--- config.mk ---
export PLATFORM = sky130hd
export DESIGN_NAME = sba_arbiter
export DESIGN_NICKNAME = d
export VERILOG_FILES = /design/src/inc/sba_pkg.sv /design/src/sba_arbiter.sv
export SDC_FILE = /design/constraint.sdc
export NUM_CORES = 1
export LEC_CHECK = 0
export BUFFER_PORTS_ARGS = -buffer_cell sky130_fd_sc_hd__buf_2
export CAP_MARGIN = 40
export CELL_PAD_IN_SITES_DETAIL_PLACEMENT = 1
export CELL_PAD_IN_SITES_GLOBAL_PLACEMENT = 1
export CORE_MARGIN = 2
export CORE_UTILIZATION = 30
export DETAILED_ROUTE_END_ITERATION = 8
export GPL_ROUTABILITY_DRIVEN = 0
export HOLD_SLACK_MARGIN = 0.15
export PLACE_DENSITY = 0.7
export RECOVER_POWER = 50
export SYNTH_ARGS = -nofsm -noshare
export SYNTH_HDL_FRONTEND = slang
export SYNTH_SLANG_ARGS = --single-unit
export TNS_END_PERCENT = 1
--- constraint.sdc ---
create_clock -name sys_clk_in -period 7.73 [get_ports sys_clk_in]
set_clock_uncertainty 0.15 [all_clocks]
set_input_delay 0.773 -clock sys_clk_in [delete_from_list [all_inputs] [get_ports sys_clk_in]]
set_output_delay 0.773 -clock sys_clk_in [all_outputs]
set_load 0.02 [all_outputs]
--- src/inc/sba_pkg.sv ---
// Constants and types for the secondary bus arbiter
package sba_pkg;
    localparam int SBA_NUM_REQ = 9;
    localparam int SBA_IDX_W = 4;
    localparam logic [7:0] SBA_REG_OFS = 8'h48;
    // Field positions in the arbitration register
    localparam int SBA_EN_LSB = 0;
    localparam int SBA_EN_MSB = 8;
    localparam int SBA_STRAP_BIT = 9;
    localparam int SBA_BMTO_BIT = 10;
    localparam int SBA_BMRF_BIT = 11;
    localparam int SBA_FAIR_LSB = 12;
    localparam int SBA_FAIR_MSB = 19;
    localparam int SBA_TOG_BIT = 20;
    // Reset values
    localparam logic [8:0] SBA_EN_RST = 9'h1FF;
    localparam logic SBA_BMTO_RST = 1'h0;
    localparam logic SBA_BMRF_RST = 1'h0;
    localparam logic [7:0] SBA_FAIR_RST = 8'h08;
    localparam logic SBA_TOG_RST = 1'h0;
    // Timing counts in bus clocks
    localparam int SBA_BM_CYCLES = 16;
    localparam logic [4:0] SBA_BM_LAST = 5'(SBA_BM_CYCLES - 1);
    localparam int SBA_TOG_DELAY = 2;
    localparam logic [1:0] SBA_TOG_AT = 2'(SBA_TOG_DELAY);
    localparam logic [1:0] SBA_TOG_START = 2'h1;
    localparam logic [7:0] SBA_FAIR_ONE = 8'h01;
    localparam logic [7:0] SBA_FAIR_ZERO = 8'h00;

    typedef enum logic [2:0] {
        ST_IDLE = 3'b001,
        ST_WAIT = 3'b010,
        ST_BUSY = 3'b100
    } sba_state_type;
endpackage

--- src/sba_arbiter.sv ---
// Secondary bus arbiter with enables, broken-master and fairness logic
//
// Functional notes
// - Internal request arbitrated only while bit 0 set
// - Bits 1..8 gate external masters, reset 1
// - Bit 9 reads arbiter select strap level
// - Bit 10 enables 16-cycle idle-bus timeout count
// - Timeout expiry removes grant from broken master
// - Refresh off: broken master ignored after releasing
// - Refresh on: clear broken after others served
// - Bits 19:12 hold fairness count, reset 08h
// - Counter reloaded per grant, armed at FRAME fall
// - Fairness zero: hold grant until request drops
// - Bit 20: grant drops 1 clock, 2 after FRAME
module sba_arbiter
    import sba_pkg::*;
(
    input wire logic sys_clk_in,
    input wire logic rst_b_in,
    input wire logic int_req_in,
    input wire logic [8:1] req_l_in,
    input wire logic frame_l_in,
    input wire logic irdy_l_in,
    input wire logic arbiter_select_strap_in,
    input wire logic cfg_wr_in,
    input wire logic cfg_rd_in,
    input wire logic [7:0] cfg_addr_in,
    input wire logic [3:0] cfg_be_in,
    input wire logic [31:0] cfg_wdata_in,
    output logic int_gnt_out,
    output logic [8:1] gnt_l_out,
    output logic [31:0] cfg_rdata_out
);
    // Pin synchronisers
    logic [8:1] req_m_q, req_s_q;
    logic frame_m_q, frame_s_q, frame_p_q, irdy_m_q, irdy_s_q;
    logic strap_m_q, strap_s_q;

    always_ff @(posedge sys_clk_in or negedge rst_b_in)
    begin
        if (!rst_b_in)
        begin
            req_m_q <= 8'hFF;
            req_s_q <= 8'hFF;
            frame_m_q <= 1'h1;
            frame_s_q <= 1'h1;
            frame_p_q <= 1'h1;
            irdy_m_q <= 1'h1;
            irdy_s_q <= 1'h1;
            strap_m_q <= 1'h0;
            strap_s_q <= 1'h0;
        end
        else
        begin
            req_m_q <= req_l_in;
            req_s_q <= req_m_q;
            frame_m_q <= frame_l_in;
            frame_s_q <= frame_m_q;
            frame_p_q <= frame_s_q;
            irdy_m_q <= irdy_l_in;
            irdy_s_q <= irdy_m_q;
            strap_m_q <= arbiter_select_strap_in;
            strap_s_q <= strap_m_q;
        end
    end

    // Register state
    logic [8:0] en_q, en_d;
    logic bmto_q, bmto_d, bmrf_q, bmrf_d, tog_en_q, tog_en_d;
    logic strap_q, strap_d;
    logic [7:0] fair_ld_q, fair_ld_d;
    logic [31:0] rdata_q, rdata_d, cur_reg, wmask, new_reg;
    logic reg_hit;

    always_comb
    begin
        cur_reg = 32'h0;
        cur_reg[SBA_EN_MSB:SBA_EN_LSB] = en_q;
        cur_reg[SBA_STRAP_BIT] = strap_q;
        cur_reg[SBA_BMTO_BIT] = bmto_q;
        cur_reg[SBA_BMRF_BIT] = bmrf_q;
        cur_reg[SBA_FAIR_MSB:SBA_FAIR_LSB] = fair_ld_q;
        cur_reg[SBA_TOG_BIT] = tog_en_q;
        wmask = {{8{cfg_be_in[3]}}, {8{cfg_be_in[2]}},
                 {8{cfg_be_in[1]}}, {8{cfg_be_in[0]}}};
        new_reg = (cur_reg & ~wmask) | (cfg_wdata_in & wmask);
        reg_hit = (cfg_addr_in == SBA_REG_OFS);
        en_d = en_q;
        bmto_d = bmto_q;
        bmrf_d = bmrf_q;
        fair_ld_d = fair_ld_q;
        tog_en_d = tog_en_q;
        strap_d = strap_s_q;
        rdata_d = rdata_q;
        if (cfg_wr_in && reg_hit)
        begin
            en_d = new_reg[SBA_EN_MSB:SBA_EN_LSB];
            bmto_d = new_reg[SBA_BMTO_BIT];
            bmrf_d = new_reg[SBA_BMRF_BIT];
            fair_ld_d = new_reg[SBA_FAIR_MSB:SBA_FAIR_LSB];
            tog_en_d = new_reg[SBA_TOG_BIT];
        end
        if (cfg_rd_in)
        begin
            rdata_d = reg_hit ? cur_reg : 32'h0;
        end
    end

    always_ff @(posedge sys_clk_in or negedge rst_b_in)
    begin
        if (!rst_b_in)
        begin
            en_q <= SBA_EN_RST;
            bmto_q <= SBA_BMTO_RST;
            bmrf_q <= SBA_BMRF_RST;
            fair_ld_q <= SBA_FAIR_RST;
            tog_en_q <= SBA_TOG_RST;
            strap_q <= 1'h0;
            rdata_q <= 32'h0;
        end
        else
        begin
            en_q <= en_d;
            bmto_q <= bmto_d;
            bmrf_q <= bmrf_d;
            fair_ld_q <= fair_ld_d;
            tog_en_q <= tog_en_d;
            strap_q <= strap_d;
            rdata_q <= rdata_d;
        end
    end

    // Round robin pick starting after the last owner
    function automatic logic [3:0] pick(input logic [8:0] elig,
                                        input logic [3:0] last);
        int idx;
        logic [3:0] res;
        res = last;
        for (int k = SBA_NUM_REQ; k >= 1; k--)
        begin
            idx = (int'(last) + k) % SBA_NUM_REQ;
            if (elig[idx])
            begin
                res = SBA_IDX_W'(idx);
            end
        end
        return res;
    endfunction

    // Arbitration state
    sba_state_type st_q, st_d;
    logic [3:0] own_q, own_d;
    logic [4:0] bm_cnt_q, bm_cnt_d;
    logic [7:0] fair_q, fair_d;
    logic armed_q, armed_d;
    logic [1:0] tog_cnt_q, tog_cnt_d;
    logic [8:0] broken_q, broken_d, ignored_q, ignored_d;
    logic [8:0] served_q, served_d, gnt_q, gnt_d;
    logic [8:0] req, elig, own_oh;
    logic frame_fall, bus_idle, owner_live, others_wait, fair_dec;
    logic bm_hit;

    always_comb
    begin
        req = {~req_s_q, int_req_in};
        elig = req & en_q & ~ignored_q;
        own_oh = 9'h001 << own_q;
        frame_fall = frame_p_q && !frame_s_q;
        bus_idle = frame_s_q && irdy_s_q;
        owner_live = |(own_oh & req & en_q);
        others_wait = |(elig & ~own_oh);
        fair_dec = (st_q == ST_BUSY) && armed_q && others_wait
                   && (fair_ld_q != SBA_FAIR_ZERO) && owner_live;
        st_d = st_q;
        own_d = own_q;
        bm_cnt_d = bm_cnt_q;
        fair_d = fair_q;
        armed_d = armed_q;
        tog_cnt_d = (tog_cnt_q == 2'h0 || tog_cnt_q == SBA_TOG_AT)
                    ? 2'h0 : tog_cnt_q + 2'h1;
        broken_d = broken_q;
        ignored_d = ignored_q | (broken_q & ~req);
        served_d = served_q;
        bm_hit = 1'h0;
        case (st_q)
            ST_IDLE:
            begin
                if (!strap_q && |elig)
                begin
                    own_d = pick(elig, own_q);
                    st_d = ST_WAIT;
                    fair_d = fair_ld_q;
                    armed_d = 1'h0;
                    bm_cnt_d = 5'h0;
                    served_d = served_q | (9'h001 << own_d);
                end
            end
            ST_WAIT:
            begin
                if (!owner_live || strap_q)
                begin
                    st_d = ST_IDLE;
                end
                else if (frame_fall)
                begin
                    st_d = ST_BUSY;
                    armed_d = 1'h1;
                    if (tog_en_q)
                    begin
                        tog_cnt_d = SBA_TOG_START;
                    end
                end
                else if (bmto_q && bus_idle)
                begin
                    bm_cnt_d = bm_cnt_q + 5'h1;
                    if (bm_cnt_q == SBA_BM_LAST)
                    begin
                        st_d = ST_IDLE;
                        broken_d = broken_q | own_oh;
                        bm_hit = 1'h1;
                        // Service history restarts when a master breaks
                        served_d = 9'h0;
                    end
                end
            end
            ST_BUSY:
            begin
                if (!owner_live || strap_q)
                begin
                    st_d = ST_IDLE;
                end
                else if (fair_dec)
                begin
                    fair_d = fair_q - SBA_FAIR_ONE;
                    if (fair_q == SBA_FAIR_ONE)
                    begin
                        st_d = ST_IDLE;
                    end
                end
            end
            default:
            begin
                st_d = ST_IDLE;
            end
        endcase
        // Refresh once every other enabled requestor has been served
        if (bmrf_q)
        begin
            for (int i = 0; i < SBA_NUM_REQ; i++)
            begin
                // A fresh timeout wins over a refresh in the same cycle
                if (broken_q[i] && !(bm_hit && own_oh[i])
                    && &(served_q | ~en_q | (9'h001 << i)))
                begin
                    broken_d[i] = 1'h0;
                    ignored_d[i] = 1'h0;
                    served_d = (st_q == ST_IDLE && st_d == ST_WAIT)
                               ? (9'h001 << own_d) : 9'h0;
                end
            end
        end
        gnt_d = (st_d != ST_IDLE && tog_cnt_q != SBA_TOG_AT)
                ? (9'h001 << own_d) : 9'h0;
    end

    always_ff @(posedge sys_clk_in or negedge rst_b_in)
    begin
        if (!rst_b_in)
        begin
            st_q <= ST_IDLE;
            own_q <= 4'h0;
            bm_cnt_q <= 5'h0;
            fair_q <= SBA_FAIR_RST;
            armed_q <= 1'h0;
            tog_cnt_q <= 2'h0;
            broken_q <= 9'h0;
            ignored_q <= 9'h0;
            served_q <= 9'h0;
            gnt_q <= 9'h0;
        end
        else
        begin
            st_q <= st_d;
            own_q <= own_d;
            bm_cnt_q <= bm_cnt_d;
            fair_q <= fair_d;
            armed_q <= armed_d;
            tog_cnt_q <= tog_cnt_d;
            broken_q <= broken_d;
            ignored_q <= ignored_d;
            served_q <= served_d;
            gnt_q <= gnt_d;
        end
    end

    assign int_gnt_out = gnt_q[0];
    assign gnt_l_out = ~gnt_q[8:1];
    assign cfg_rdata_out = rdata_q;
endmodule // sba_arbiter

Word level (Yosys, flattened, before mapping)
Cells that the tools add are included.

Bits in registers: 135. Input port bits: 60. Output and inout port bits: 41. Word-level logic and storage cells: 283.

$add $sub $neg: 12. Divide/modulo/power cells: 9. Magnitude comparators: 9. Equal/unequal tests: 17. Shift-type cells: 3. Multiplexer cells: 116. Bitwise logic cells: 20. Reduce and logical (&&, ||, !) cells: 71.

Operators by type and width (number): $lt 32x6->1 const B (9); $mod 32x5->32 const B (9); $mux 9 (24); $reduce_and 8->1 (9); $and 9x9->9 (6); $mux 4 (13); $mux 1 (44); $and 21x21->21 (2); $logic_and 1x1->1 (38); $bmux 1 s4 (9); $not 9->9 (4); $or 9x9->9 (4); $reduce_or 9->1 (3); $shl 1x4->9 const A (3); $mux 3 (8); $mux 8 (3); $mux 21 (1); $not 21->21 (1); $or 21x21->21 (1); $add 4x3->5 const B (4); $mux 5 (4); $pmux 9 s2 (1); $ne 2x2->1 const B (8); $not 8->8 (2); 26 further kinds (47).

Longest topological paths before layout
Gate-level depths: netlist of the first run.

Depth after elaboration: 31. Mapped depth: 31. Gate-level depth less buffers: 23.

Worst setup path before layout of the first run
No wires, ideal clock.

Path type: flip-flop to flip-flop. From: register own_q[0]. To: register served_q[6]. Library setup time: 0.126 ns. Data arrival time: 7.293 ns. Data required time: 7.454 ns. Setup slack: 0.161 ns. Stages on the path, launching flop included: 30. Buffers on the path: 9. Clock period less this slack: 7.569 ns. Cells stage by stage: dfrtp_1 buf_2 buf_4 buf_2 buf_2 buf_1 buf_2 clkbuf_1 inv_1 ha_1 clkbuf_1 inv_1 buf_2 ha_1 nor3_1 a21oi_2 xnor2_1 ha_1 inv_1 a211o_1 a221o_1 a311o_1 nand4_2 and2_4 mux2i_1 or4b_1 a41o_1 mux2_4 nor2b_1 a221o_1.

Longest elaborated chain between the ends: 30. Elaborated cells between the ends (all ways): 131. Classes of those cells: add/sub: 9; div: 9; eq/ne: 1; shift: 3; mux: 60; bitwise: 5; reduce/logical: 44.

RTL lines: from (decl) (RTL line sba_arbiter.sv:152) `logic [3:0] own_q, own_d;`; from (signal assigned) (RTL line sba_arbiter.sv:284) `own_q <= own_d;`; $add 4x4->5 (RTL line sba_arbiter.sv:141) `idx = (int'(last) + k) % SBA_NUM_REQ;`; $mod 32x5->32 (RTL line sba_arbiter.sv:141); $bmux 1 s4 (RTL line sba_arbiter.sv:142) `if (elig[idx])`; $mux 1 (not written as such) (2 in series) (RTL line sba_arbiter.sv:142); $mux 4 (8 in series) (RTL line sba_arbiter.sv:142); $mux 4 * (RTL line sba_arbiter.sv:142); $mux 4 * (RTL line sba_arbiter.sv:188) `if (!strap_q && |elig)`; $mux 4 * (RTL line sba_arbiter.sv:185) `case (st_q)`; $mux 4 * (RTL line sba_arbiter.sv:188); $mux 4 * (RTL line sba_arbiter.sv:185); named net own_d[1] (RTL line sba_arbiter.sv:152); $shl 1x4->9 * (RTL line sba_arbiter.sv:258) `? (9'h001 << own_d) : 9'h0;`; $mux 9 * (RTL line sba_arbiter.sv:258); $mux 9 (8 in series) (RTL line sba_arbiter.sv:252) `if (broken_q[i] && !(bm_hit && own_oh[i])`; $mux 9 * (RTL line sba_arbiter.sv:252); $mux 9 * (RTL line sba_arbiter.sv:247) `if (bmrf_q)`; named net served_d[6] (RTL line sba_arbiter.sv:158) `logic [8:0] served_q, served_d, gnt_q, gnt_d;`; to (signal assigned) (RTL line sba_arbiter.sv:291) `served_q <= served_d;`; to (decl) (RTL line sba_arbiter.sv:158).

The timed path passes the listed nets; every way through them passes the cells marked *. The select of a mux whose other input is x is not followed. A chain may end at the register's enable or synchronous reset.

Worst setup path in the final report of the first run
From: register own_q[1]. To: register served_q[4].

Same word-level chain as after synthesis.

==> tab_implementation.tex, run 1 <==
\begin{tabular}{lr}
\hline
Metric & Value \\
\hline
\multicolumn{2}{l}{\textbf{Critical path}} \\
Most frequent cell on the critical path & sky130\_fd\_sc\_hd\_\_ha\_1 \\
CP bufs+invs & 5 \\
Crit path DAT & 7320 ps \\
Reg-to-reg critical path startpoint & own\_q[1] \\
Crit-path leading delay family & compound AO/OA/AOI/OAI gates \\
Critical-path cell list & clkinv\_1 -> buf\_4 -> ha\_1 -> xnor2\_2 -> inv\_2 -> ha\_1 -> nor4bb\_1 -> mux2i\_1 -> nand2\_1 -> xnor2\_1 -> inv\_2 -> ha\_1 -> inv\_1 -> o311ai\_1 -> a211oi\_1 -> xor2\_1 -> o311ai\_1 -> nor2\_1 -> o221ai\_1 -> o31ai\_1 -> a31oi\_1 -> nor4\_1 -> a221o\_1 \\
Endpoint required time on the critical path & 7930 ps \\
Kind of end point of the critical path & register \\
Critical Path Max Stage Delay & 700 ps \\
Sort of element at the start of the critical path & register \\
Reg-to-reg slack, setup & 610 ps \\
Kind of critical path & reg -> reg \\
Critical register-to-register path endpoint & served\_q[4] \\
Highest-delay cell along the critical path & sky130\_fd\_sc\_hd\_\_nor4\_1 \\
Maximum fanout count along the critical path & 12 \\
Reg2reg path depth & 23 \\
\multicolumn{2}{l}{\textbf{Synth}} \\
Async set or reset register ratio after synthesis & 100\% \\
Post-synthesis sequential area ratio & 27.0\% \\
Cell type with the highest aggregate area in the netlist & sky130\_fd\_sc\_hd\_\_dfrtp\_1 \\
Count of state elements after synthesis & 124 \\
Number of cells produced by synthesis & 1,387 \\
Number of warning messages in the yosys log & 0 \\
Largest cells by area after synthesis & sky130\_fd\_sc\_hd\_\_dfrtp\_1 20\%, sky130\_fd\_sc\_hd\_\_dfstp\_2 7.4\%, sky130\_fd\_sc\_hd\_\_ha\_1 6.4\% \\
Predominant post-synthesis flop cell & sky130\_fd\_sc\_hd\_\_dfrtp\_1 \\
Netlist cell types & 112 \\
Average footprint of a synthesized cell & 8.39 µm² \\
Count of flip-flops with a built-in enable after synthesis & 0 \\
Portion of synthesized cell area occupied by the leading cell type & 19.6\% \\
Post-Synthesis Cell Area & 11,600 µm² \\
\multicolumn{2}{l}{\textbf{GRT}} \\
Wire length of the first global-routing pass & 65.7 mm \\
Global route total overflow & 0 \\
Vias in the first global route & 11,822 \\
Number of antenna violations at the first check in global routing & 0 \\
Tot GR Track Use & 20.3\% \\
Maximum number of pins on one net before global-route repair & 66 \\
\multicolumn{2}{l}{\textbf{Timing}} \\
Final number of hold-violating endpoints & 0 \\
Share of the cycle needed by the critical path after routing & 92.1\% \\
Final TNS setup & 0 ps \\
Worst hold slack & 201 ps \\
Post-layout minimum cycle time & 7120 ps \\
Relative slew slack & -124\% \\
Final worst setup slack & 613 ps \\
Upper clock frequency limit & 141 MHz \\
Unrepaired setup endpoints after global routing & no \\
Setup violators final & 0 \\
Pin slew with the least headroom to its limit & 3360 ps \\
Count of final max-slew check failures & 127 \\
\multicolumn{2}{l}{\textbf{Hold path}} \\
Hold depth & 0 \\
Hold Path End & strap\_d \\
Launch instance of the worst min-delay path & strap\_m\_q \\
Hold Crit Class & reg -> reg \\
\multicolumn{2}{l}{\textbf{CTS}} \\
Clock tree from TritonCTS & done \\
Clock transition time at the flip-flop clock pins of the worst setup and hold paths & 60 ps \\
H-tree level count & 4 \\
Cell at the root of the clock tree & sky130\_fd\_sc\_hd\_\_clkbuf\_16 \\
Clk Latency, worst-skew pair & 420 ps \\
TritonCTS Buffers & 17 \\
Clock net sink count & 124 \\
Post-CTS Resized & 0 \\
Setup repair bufs after CTS & 0 \\
Number of hold buffers added after cts & 0 \\
Clock tree buffer depth & 2 \\
\multicolumn{2}{l}{\textbf{Layout}} \\
Antenna diode count & 0 \\
Final-stage net count & 1,562 \\
Area added between synthesis and finish & 12.5\% \\
Design Area, Final & 13,100 µm² \\
Share of post-route cells with drive strength above 1 & 16.2\% \\
\multicolumn{2}{l}{\textbf{Routing}} \\
DRT Pass-1 Iters & 5 \\
Antenna-violating nets left & 0 \\
Post-route DRC & 0 \\
Wire length reported by the detailed router & 41.6 mm \\
Count of routing violations after the opening detailed-route iteration & 921 \\
Total vias in the final route & 11,586 \\
Routed len/inst & 21.1 µm \\
Number of vias per cell after detailed routing & 5.87 \\
\multicolumn{2}{l}{\textbf{Power and ir drop}} \\
Internal Pwr Total & 3010 µW \\
Sw Ratio & 54.7\% \\
Sw power & 3620 µW \\
Clock network power share & 12.0\% \\
Power Dens Cells & 506 nW/µm² \\
Combinational Power Share & 76.1\% \\
Leakage dissipation & 0.00525 µW \\
Proportion of power drawn by flip-flops and latches & 11.9\% \\
Peak ir drop on the vdd network & 0.243 mV \\
Power, Total & 6630 µW \\
\multicolumn{2}{l}{\textbf{Floorplanning}} \\
Starting Density & 30.3\% \\
Cell row count & 72 \\
Die span in y & 201 µm \\
Die outline area & 40,400 µm² \\
Core region area & 38,500 µm² \\
Num ports & 101 \\
Horiz. Die Dim & 201 µm \\
\multicolumn{2}{l}{\textbf{Place}} \\
Detail Placement HPWL & 31.1 mm \\
Buffers on Ports & 76 \\
Placement-stage worst setup slack & 860 ps \\
Area after detailed placement & 12,600 µm² \\
\multicolumn{2}{l}{\textbf{Outcome}} \\
Result of the run & finished, violations left \\
Failing checks & max-capacitance violations, max-slew violations \\
\multicolumn{2}{l}{\textbf{Job}} \\
Max capacitance violation total & 2 \\
\hline
\end{tabular}
worst max-delay path by stage:
stage	endpoint	start	slack (ps)	cells past startpoint
after floorplan	served_q[6]	own_q[0]	160	29
after global placement	served_q[4]	own_q[1]	1040	23
after detailed placement	served_q[4]	own_q[1]	860	23
after CTS	served_q[4]	own_q[1]	780	23
after global routing	served_q[4]	own_q[1]	200	23
final	served_q[4]	own_q[1]	610	23
final cells by class:
class	instances	area [µm²]
Fill cell	4595	25400
Multi-Input combinational cell	1117	7860
Sequential cell	124	3150
Tap cell	518	648
Timing Repair Buffer	107	568
Clock buffer	19	453
Inverter	75	282
Clock inverter	13	140
power groups by stage:
stage	combinational, µW	sequential (µW)	clock (µW)
2_1_floorplan	3670	774	0
3_3_place_gp	4800	796	0
3_5_place_dp	4930	800	0
4_1_cts	4960	791	809
5_1_grt	5490	800	835
6_report	5040	792	796
placed cells by master (no fill, tap or decap), drive strengths merged, types with 11 or more instances in the layout:
cell type,instances
a2111oi,11
nand2b,28
nor4,20
mux2i,28
clkbuf,53
inv,75
nor3b,18
a21oi,91
xnor2,23
dfstp,33
and2,21
o22ai,11
a211o,12
nor3,37
buf,73
or3,15
nand2,95
o21ai,90
nor2b,20
nor2,101
ha,60
a211oi,25
a31oi,21
a221o,11
a21o,13
mux2,28
and3,16
nand4,14
conb,11
a22o,12
nand3,65
o31ai,13
nand3b,14
o211ai,23
dfrtp,91
cell families after synthesis:
| group | after synthesis | share of synthesized area [%] |
|---|---|---|
| other cells | 1 | 0.0322 |
| fa+ha+maj | 60 | 6.45 |
| mux | 66 | 7.19 |
| buf+inv | 156 | 5.92 |
| compound gates | 437 | 26.8 |
| simple gates | 515 | 24.0 |
| xor+xnor | 28 | 2.65 |
| flops | 124 | 27.0 |
through the flow:
stage               utilization, %  std cells
floorplan                        -       1397
global placement              32.6       1941
detailed placement            32.6       1941
CTS                           34.2       1973
global route                  34.1       1973
finish                        34.1       1973
Yosys cell counts, types with 20 or more instances:
library cell and instances:
sky130_fd_sc_hd__a211oi_1 22, sky130_fd_sc_hd__a21oi_1 85, sky130_fd_sc_hd__clkbuf_1 40, sky130_fd_sc_hd__dfrtp_1 91
sky130_fd_sc_hd__dfstp_2 33, sky130_fd_sc_hd__ha_1 60, sky130_fd_sc_hd__inv_1 70, sky130_fd_sc_hd__mux2_2 27
sky130_fd_sc_hd__mux2i_1 27, sky130_fd_sc_hd__nand2_1 95, sky130_fd_sc_hd__nand2b_1 28, sky130_fd_sc_hd__nand3_1 65
sky130_fd_sc_hd__nor2_1 101, sky130_fd_sc_hd__nor2b_1 20, sky130_fd_sc_hd__nor3_1 36, sky130_fd_sc_hd__o211ai_1 22
sky130_fd_sc_hd__o21ai_0 79
routing by layer:
layer	global-route usage [%]	share of wire (%)	up-vias	routed length (µm)
li1	-	-	5330	-
met1	26.5	44	5825	18300
met2	34.1	48	360	19800
met3	3.51	6.1	71	2550
met4	6.16	2.3	0	952
met5	0	0	-	0
Power figures use the tool's default switching activity.
==> run 2, diff against run 1 <==
Settings changed: ABC_AREA set to 1, MAX_ROUTING_LAYER set to met4, PLACE_DENSITY 0.7 to 0.72.
==> run 2 against run 1 <==
  * The run still ends with max-capacitance violations, max-slew violations left
  * Total power decreased by 48%
  * Fmax increased by 19%
  * Non-clock buffer count decreased by 17
  * Clock power increased by 11%
  * Core utilization increased by 0.98 points
  * Clock-buffer cell count decreased by 2
  * Routed wire length decreased by 27%
  * Combinational power decreased by 64%
  * Synthesized area decreased by 15%
  * Critical path depth increased by 14
  * Critical endpoint is now served_q[3]
==> tab_implementation.tex, run 2 <==
\begin{tabular}{lr}
\hline
Metric & Value \\
\hline
\multicolumn{2}{l}{\textbf{Critical path}} \\
Reg-to-reg slack, setup & 1760 ps (+1150 ps) \\
Reg2reg path depth & 37 (+61\%) \\
Maximum fanout count along the critical path & 14 (+2) \\
Endpoint required time on the critical path & 7940 ps (about the same) \\
Sort of element at the start of the critical path & register \\
CP endpoint & served\_q[3] \\
Crit path DAT & 6180 ps (-1140 ps) \\
Critical register-to-register path endpoint & served\_q[3] \\
Kind of end point of the critical path & register \\
Crit path launch & own\_q[1] \\
Kind of critical path & reg -> reg \\
Reg-to-reg critical path startpoint & own\_q[1] \\
Critical Path Max Stage Delay & 780 ps (+80 ps) \\
Highest-delay cell along the critical path & sky130\_fd\_sc\_hd\_\_dfrtp\_1 \\
Most frequent cell on the critical path & sky130\_fd\_sc\_hd\_\_nand2\_1 \\
\multicolumn{2}{l}{\textbf{Layout}} \\
Most frequent standard cell in the layout excluding fill and tap cells & sky130\_fd\_sc\_hd\_\_nand2\_1 \\
Most frequent cells in the layout & 314 x sky130\_fd\_sc\_hd\_\_nand2\_1, 188 x sky130\_fd\_sc\_hd\_\_inv\_1, 128 x sky130\_fd\_sc\_hd\_\_nand3\_1 \\
Final-stage net count & 1,565 (+0.19\%) \\
Antenna diode count & 0 (unchanged) \\
Area added between synthesis and finish & 15.4\% \\
Utilization of the core after routing & 35.0\% (+0.98 points) \\
Filler Cells Inserted & 4,053 (-12\%) \\
Share of post-route cells with drive strength above 1 & 18.6\% (+2.4 points) \\
Design Area, Final & 11,400 µm² (-13\%) \\
\multicolumn{2}{l}{\textbf{Floorplanning}} \\
Num ports & 101 (unchanged) \\
Starting Density & 30.4\% (+0.098 points) \\
Cell row count & 66 (-8.3\%) \\
Die span in y & 185 µm (-7.8\%) \\
Core region area & 32,500 µm² (-16\%) \\
Die outline area & 34,300 µm² (-15\%) \\
Horiz. Die Dim & 185 µm (-7.8\%) \\
\multicolumn{2}{l}{\textbf{Timing}} \\
Final worst setup slack & 1760 ps (+1150 ps) \\
Share of the cycle needed by the critical path after routing & 77.2\% (-15 points) \\
Worst hold slack & 205 ps (+4.51 ps) \\
Upper clock frequency limit & 168 MHz (+19\%) \\
Pin slew with the least headroom to its limit & 2550 ps (-814 ps) \\
Setup violators final & 0 (unchanged) \\
Relative slew slack & -69.7\% (+54 points) \\
Count of final max-slew check failures & 129 (+1.6\%) \\
Final TNS setup & 0 ps (unchanged) \\
Final number of hold-violating endpoints & 0 (unchanged) \\
Unrepaired setup endpoints after global routing & no \\
Post-layout minimum cycle time & 5970 ps (-1150 ps) \\
\multicolumn{2}{l}{\textbf{CTS}} \\
Clock tree buffer depth & 2 (unchanged) \\
Cell at the root of the clock tree & sky130\_fd\_sc\_hd\_\_clkbuf\_16 \\
Clock net sink count & 124 (unchanged) \\
Clock tree from TritonCTS & done \\
Setup repair bufs after CTS & 0 (unchanged) \\
H-tree level count & 4 (unchanged) \\
Post-CTS Resized & 0 (unchanged) \\
TritonCTS Buffers & 17 (unchanged) \\
Number of hold buffers added after cts & 0 (unchanged) \\
Clk Latency, worst-skew pair & 420 ps (about the same) \\
Clock transition time at the flip-flop clock pins of the worst setup and hold paths & 60 ps (about the same) \\
\multicolumn{2}{l}{\textbf{Synth}} \\
Async set or reset register ratio after synthesis & 100\% (unchanged) \\
Most numerous cell types in the synthesized netlist & 314 x sky130\_fd\_sc\_hd\_\_nand2\_1, 188 x sky130\_fd\_sc\_hd\_\_inv\_1, 128 x sky130\_fd\_sc\_hd\_\_nand3\_1 \\
Number of cells produced by synthesis & 1,362 (-1.8\%) \\
Count of flip-flops with a built-in enable after synthesis & 0 (unchanged) \\
Predominant post-synthesis flop cell & sky130\_fd\_sc\_hd\_\_dfrtp\_1 \\
Portion of synthesized cell area occupied by the leading cell type & 23.1\% (+3.5 points) \\
Netlist cell types & 64 (-43\%) \\
Average footprint of a synthesized cell & 7.23 µm² (-14\%) \\
Post-synthesis sequential area ratio & 31.9\% (+4.9 points) \\
Largest cells by area after synthesis & sky130\_fd\_sc\_hd\_\_dfrtp\_1 23\%, sky130\_fd\_sc\_hd\_\_nand2\_1 12\%, sky130\_fd\_sc\_hd\_\_dfstp\_2 8.8\% \\
Count leader, synth & sky130\_fd\_sc\_hd\_\_nand2\_1 \\
Post-Synthesis Cell Area & 9850 µm² (-15\%) \\
Cell type with the highest aggregate area in the netlist & sky130\_fd\_sc\_hd\_\_dfrtp\_1 \\
Number of warning messages in the yosys log & 0 (unchanged) \\
Count of state elements after synthesis & 124 (unchanged) \\
\multicolumn{2}{l}{\textbf{Power and ir drop}} \\
Peak ir drop on the vdd network & 0.170 mV (-30\%) \\
Power Dens Cells & 305 nW/µm² (-40\%) \\
Leakage dissipation & 0.00551 µW (+4.9\%) \\
\multicolumn{2}{l}{\textbf{Place}} \\
Buffers on Ports & 76 (unchanged) \\
Detail Placement HPWL & 23.5 mm (-24\%) \\
Placement-stage worst setup slack & 1740 ps (+882 ps) \\
Area after detailed placement & 10,800 µm² (-14\%) \\
\multicolumn{2}{l}{\textbf{Routing}} \\
Count of routing violations after the opening detailed-route iteration & 397 (-57\%) \\
Number of vias per cell after detailed routing & 4.92 (-16\%) \\
Post-route DRC & 0 (unchanged) \\
Wire length reported by the detailed router & 30.5 mm (-27\%) \\
Antenna-violating nets left & 0 (unchanged) \\
DRT Pass-1 Iters & 4 (-1) \\
Total vias in the final route & 9,353 (-19\%) \\
Routed len/inst & 16.0 µm (-24\%) \\
\multicolumn{2}{l}{\textbf{Job}} \\
Max capacitance violation total & 3 (+1) \\
\multicolumn{2}{l}{\textbf{GRT}} \\
Wire length of the first global-routing pass & 50.6 mm (-23\%) \\
Met1 layer usage reported by global route & 22.7\% (-3.8 points) \\
Vias in the first global route & 9,880 (-16\%) \\
Tot GR Track Use & 19.1\% (-1.1 points) \\
Global routing usage on met3 & 2.38\% (-1.1 points) \\
Number of antenna violations at the first check in global routing & 0 (unchanged) \\
Global route total overflow & 0 (unchanged) \\
Met2 Use GR & 33.3\% (-0.81 points) \\
Maximum number of pins on one net before global-route repair & 49 (-26\%) \\
Layer with the highest usage after global routing & met2 \\
\multicolumn{2}{l}{\textbf{Hold path}} \\
Launch instance of the worst min-delay path & req\_m\_q[1] \\
Hold Crit Class & reg -> reg \\
\multicolumn{2}{l}{\textbf{Outcome}} \\
Failing checks & max-capacitance violations, max-slew violations \\
Result of the run & finished, violations left \\
\hline
\end{tabular}
[run 2: changes by cell type after synthesis, sizes merged, moves of 19 or more]
cell	delta
nor2b	-20
mux2	-25
and2	-19
xor2	+24
a211oi	-24
o21ai	-21
a21oi	-32
buf	-23
nand2b	-28
nand2	+262
inv	+137
mux2i	-27
nand3	+72
clkbuf	-22
[run 2: worst min-delay path by stage]
stage | cells after the start | to | slack [ps]
finish | 0 | req_s_q[1] | 210
detailed placement | 0 | strap_q | 200
floorplan | 0 | strap_d | 180
global route | 0 | req_s_q[4] | 210
global placement | 0 | strap_q | 190
CTS | 0 | frame_s_q | 210
[run 2: stage by stage]
stage	total power [µW]	instances
2_1_floorplan	2150	1372
3_3_place_gp	2520	1862
3_5_place_dp	2580	1868
4_1_cts	3490	1900
5_1_grt	3770	1900
6_report	3470	1900
[run 2: cell type report]
type,count,area (µm²),area share [%]
clock buffer,17,425,3.74
sequential,124,3140,27.7
tap,442,553,4.86
timing repair buffer,90,487,4.28
inverter,219,828,7.29
multi-input combinational,993,5710,50.2
clock inverter,15,223,1.96
[run 2: cell families after synthesis]
kind of cell	share of synthesized area (%)
AO/OA/AOI/OAI	13.0
XOR/XNOR	4.03
buffers and inverters	10.5
flip-flops	31.9
adder cells (fa/ha/maj)	7.62
AND/OR/NAND/NOR	32.4
other	0.0381
multiplexers	0.444
[run 2: critical path: cells and delay by family, from the launching register on]
| family | cells | cell delay, ps |
|---|---|---|
| buf+inv | 6 | 860 |
| simple gates | 26 | 2370 |
| compound gates | 1 | 280 |
| fa+ha+maj | 3 | 1140 |
| flops | 1 | 780 |
| xor+xnor | 1 | 290 |
[run 2: report_power, final]
| group | internal (µW) | switching [µW] | total, µW |
|---|---|---|---|
| registers | 715 | 45.5 | 760 |
| clock network | 552 | 329 | 881 |
| logic | 565 | 1260 | 1820 |
[run 2: per-layer routing]
metal,up-vias,routed length [µm]
li1,4583,-
met2,159,15400
met5,-,0
met1,4566,13500
met3,45,814
met4,0,824
==> run 3, diff against run 2 <==
Clock period 7.73 ns to 5.1 ns, I/O delays scaled along.
==> run 3 against run 2 <==
  * Non-clock buffer count is 67 higher
  * Clock-buffer cell count is 7 higher
  * Largest cell class unchanged
  * Sequential cell count stayed put
  * Sequential power is 53% higher
  * Critical endpoint is now served_q[6]
  * Largest power group unchanged
  * Fmax is 24% higher
  * Clock power is 28% higher
  * The run still ends with max-capacitance violations, max-slew violations left
  * Combinational power is 74% higher
  * Cell count is 3.7% higher
  * First-iteration DRC count is 12% higher
==> tab_implementation.tex, run 3 (same netlist as run 2, synthesis figures left out) <==
\begin{tabular}{lr}
\hline
Metric & Value \\
\hline
\multicolumn{2}{l}{\textbf{Timing}} \\
Pin slew with the least headroom to its limit & 2310 ps (-232 ps) \\
Relative slew slack & -54.3\% (+15 points) \\
Final number of hold-violating endpoints & 0 (unchanged) \\
Upper clock frequency limit & 207 MHz (+24\%) \\
Post-layout minimum cycle time & 4830 ps (-1140 ps) \\
Unrepaired setup endpoints after global routing & yes \\
Count of final max-slew check failures & 42 (-67\%) \\
Setup violators final & 0 (unchanged) \\
Share of the cycle needed by the critical path after routing & 94.7\% (+17 points) \\
\multicolumn{2}{l}{\textbf{Critical path}} \\
Sort of element at the start of the critical path & register \\
Highest-delay cell along the critical path & sky130\_fd\_sc\_hd\_\_dfrtp\_2 \\
Crit path DAT & 5040 ps (-1140 ps) \\
Reg-to-reg slack, setup & 270 ps (-1490 ps) \\
Maximum fanout count along the critical path & 11 (-3) \\
Critical register-to-register path endpoint & served\_q[6] \\
CP endpoint & served\_q[6] \\
Critical Path Max Stage Delay & 430 ps (-350 ps) \\
Reg-to-reg critical path startpoint & own\_q[2] \\
Crit path launch & own\_q[2] \\
Endpoint required time on the critical path & 5310 ps (-2630 ps) \\
Kind of end point of the critical path & register \\
Kind of critical path & reg -> reg \\
Most frequent cell on the critical path & sky130\_fd\_sc\_hd\_\_nand2\_1 \\
Reg2reg path depth & 32 (-14\%) \\
\multicolumn{2}{l}{\textbf{Layout}} \\
Most frequent standard cell in the layout excluding fill and tap cells & sky130\_fd\_sc\_hd\_\_nand2\_1 \\
Design Area, Final & 12,300 µm² (+8.0\%) \\
Area added between synthesis and finish & 24.6\% \\
Antenna diode count & 0 (unchanged) \\
Share of post-route cells with drive strength above 1 & 23.2\% (+4.6 points) \\
Utilization of the core after routing & 37.8\% (+2.8 points) \\
Most frequent cells in the layout & 301 x sky130\_fd\_sc\_hd\_\_nand2\_1, 185 x sky130\_fd\_sc\_hd\_\_inv\_1, 120 x sky130\_fd\_sc\_hd\_\_nand3\_1 \\
Final-stage net count & 1,635 (+4.5\%) \\
\multicolumn{2}{l}{\textbf{GRT}} \\
Number of antenna violations at the first check in global routing & 0 (unchanged) \\
Vias in the first global route & 10,119 (+2.4\%) \\
Global route total overflow & 0 (unchanged) \\
Maximum number of pins on one net before global-route repair & 51 (+4.1\%) \\
Wire length of the first global-routing pass & 51.5 mm (+1.7\%) \\
Tot GR Track Use & 19.6\% (+0.47 points) \\
\multicolumn{2}{l}{\textbf{Power and ir drop}} \\
Leakage dissipation & 0.00574 µW (+4.2\%) \\
Internal Pwr Total & 2860 µW (+56\%) \\
Combinational Power Share & 58.1\% (+5.5 points) \\
Proportion of power drawn by flip-flops and latches & 21.2\% (-0.7 points) \\
Sw Ratio & 47.6\% (+0.43 points) \\
Peak ir drop on the vdd network & 0.236 mV (+39\%) \\
Power Dens Cells & 444 nW/µm² (+46\%) \\
Sw power & 2590 µW (+59\%) \\
Clock network power share & 20.7\% (-4.7 points) \\
\multicolumn{2}{l}{\textbf{Hold path}} \\
Hold depth & 2 (+2) \\
Launch instance of the worst min-delay path & cfg\_wdata\_in[12] \\
Hold Crit Class & in -> reg \\
\multicolumn{2}{l}{\textbf{Place}} \\
Area after detailed placement & 11,000 µm² (+2.3\%) \\
Buffers on Ports & 76 (unchanged) \\
Detail Placement HPWL & 24.5 mm (+4.3\%) \\
\multicolumn{2}{l}{\textbf{Routing}} \\
Count of routing violations after the opening detailed-route iteration & 444 (+12\%) \\
Post-route DRC & 0 (unchanged) \\
DRT Pass-1 Iters & 5 (+1) \\
Routed len/inst & 16.7 µm (+3.8\%) \\
Total vias in the final route & 9,731 (+4.0\%) \\
Wire length reported by the detailed router & 32.8 mm (+7.6\%) \\
Number of vias per cell after detailed routing & 4.94 (+0.34\%) \\
Antenna-violating nets left & 0 (unchanged) \\
\multicolumn{2}{l}{\textbf{Floorplanning}} \\
Die outline area & 34,300 µm² (unchanged) \\
Core region area & 32,500 µm² (unchanged) \\
Cell row count & 66 (unchanged) \\
Num ports & 101 (unchanged) \\
Horiz. Die Dim & 185 µm (unchanged) \\
Die span in y & 185 µm (unchanged) \\
Starting Density & 30.4\% (unchanged) \\
\multicolumn{2}{l}{\textbf{Outcome}} \\
Failing checks & max-capacitance violations, max-slew violations \\
Result of the run & finished, violations left \\
\multicolumn{2}{l}{\textbf{CTS}} \\
Clock tree from TritonCTS & done \\
Clk Latency, worst-skew pair & 420 ps (about the same) \\
TritonCTS Buffers & 17 (unchanged) \\
Cell at the root of the clock tree & sky130\_fd\_sc\_hd\_\_clkbuf\_16 \\
H-tree level count & 4 (unchanged) \\
Clock transition time at the flip-flop clock pins of the worst setup and hold paths & 60 ps (about the same) \\
Clock tree buffer depth & 2 (unchanged) \\
Clock net sink count & 124 (unchanged) \\
\multicolumn{2}{l}{\textbf{Job}} \\
Max capacitance violation total & 1 (-2) \\
\hline
\end{tabular}
-- run 3: metrics by stage --
step | TNS [ps] | setup WS, ps | hold slack, ps | instances | power (µW)
3_5_place_dp | 0 | 72.3 | 197 | 1901 | 3990
3_3_place_gp | 0 | 185 | 188 | 1899 | 3890
5_1_grt | -623 | -77.4 | 169 | 1970 | 5920
4_1_cts | 0 | 17.9 | 154 | 1945 | 5160
6_report | 0 | 272 | 174 | 1970 | 5460
2_1_floorplan | 0 | 20.6 | 64.4 | 1372 | 3260
-- run 3: how the worst min path moves through the flow --
stage / to / slack, ps
after global routing: register / 170
after floorplan: asynchronous set/reset pin / 60
after CTS: register / 150
after global placement: strap_q / 190
after detailed placement: req_s_q[1] / 200
final: register / 170
-- run 3: area by class of cell --
cell class                 instances  area, µm²
sequential                       124       3150
inverter                         219        838
timing repair buffer             157       1030
clock buffer                      24        482
clock inverter                     8       70.1
fill                            4008      20200
multi-input combinational        996       6160
tap                              442        553
-- run 3: what timing repair did --
action | 4_1_cts | 5_1_grt
setup endpoints to repair | 0 | 22
hold endpoints to repair | 48 | 0
hold buffers | 12 | 0
buffers inserted | 0 | 22
resized for setup | 0 | 104
-- run 3: power groups by stage --
| stage | clock network, µW | registers [µW] | logic (µW) |
|---|---|---|---|
| 6_report | 1130 | 1160 | 3170 |
| 5_1_grt | 1200 | 1170 | 3550 |
| 4_1_cts | 1150 | 1150 | 2860 |
| 3_5_place_dp | 0 | 1170 | 2830 |
| 3_3_place_gp | 0 | 1160 | 2730 |
| 2_1_floorplan | 0 | 1150 | 2110 |
-- run 3: layer usage --
metal / part of all wire (%) / vias up / routed length [µm] / global-route usage (%)
li1: - / 4708 / - / -
met1: 44 / 4790 / 14400 / 23.5
met2: 51 / 181 / 16700 / 33.9
met3: 3.1 / 52 / 1010 / 2.79
met4: 2.2 / 0 / 724 / 5.94
met5: 0 / - / 0 / -
-- run 3: critical path: cells and delay by family (launching register included) --
family	cells	cell delay, ps
AO/OA/AOI/OAI	7	800
XOR/XNOR	1	180
adder cells (fa/ha/maj)	2	610
buffers and inverters	6	470
flip-flops	1	430
AND/OR/NAND/NOR	16	2100
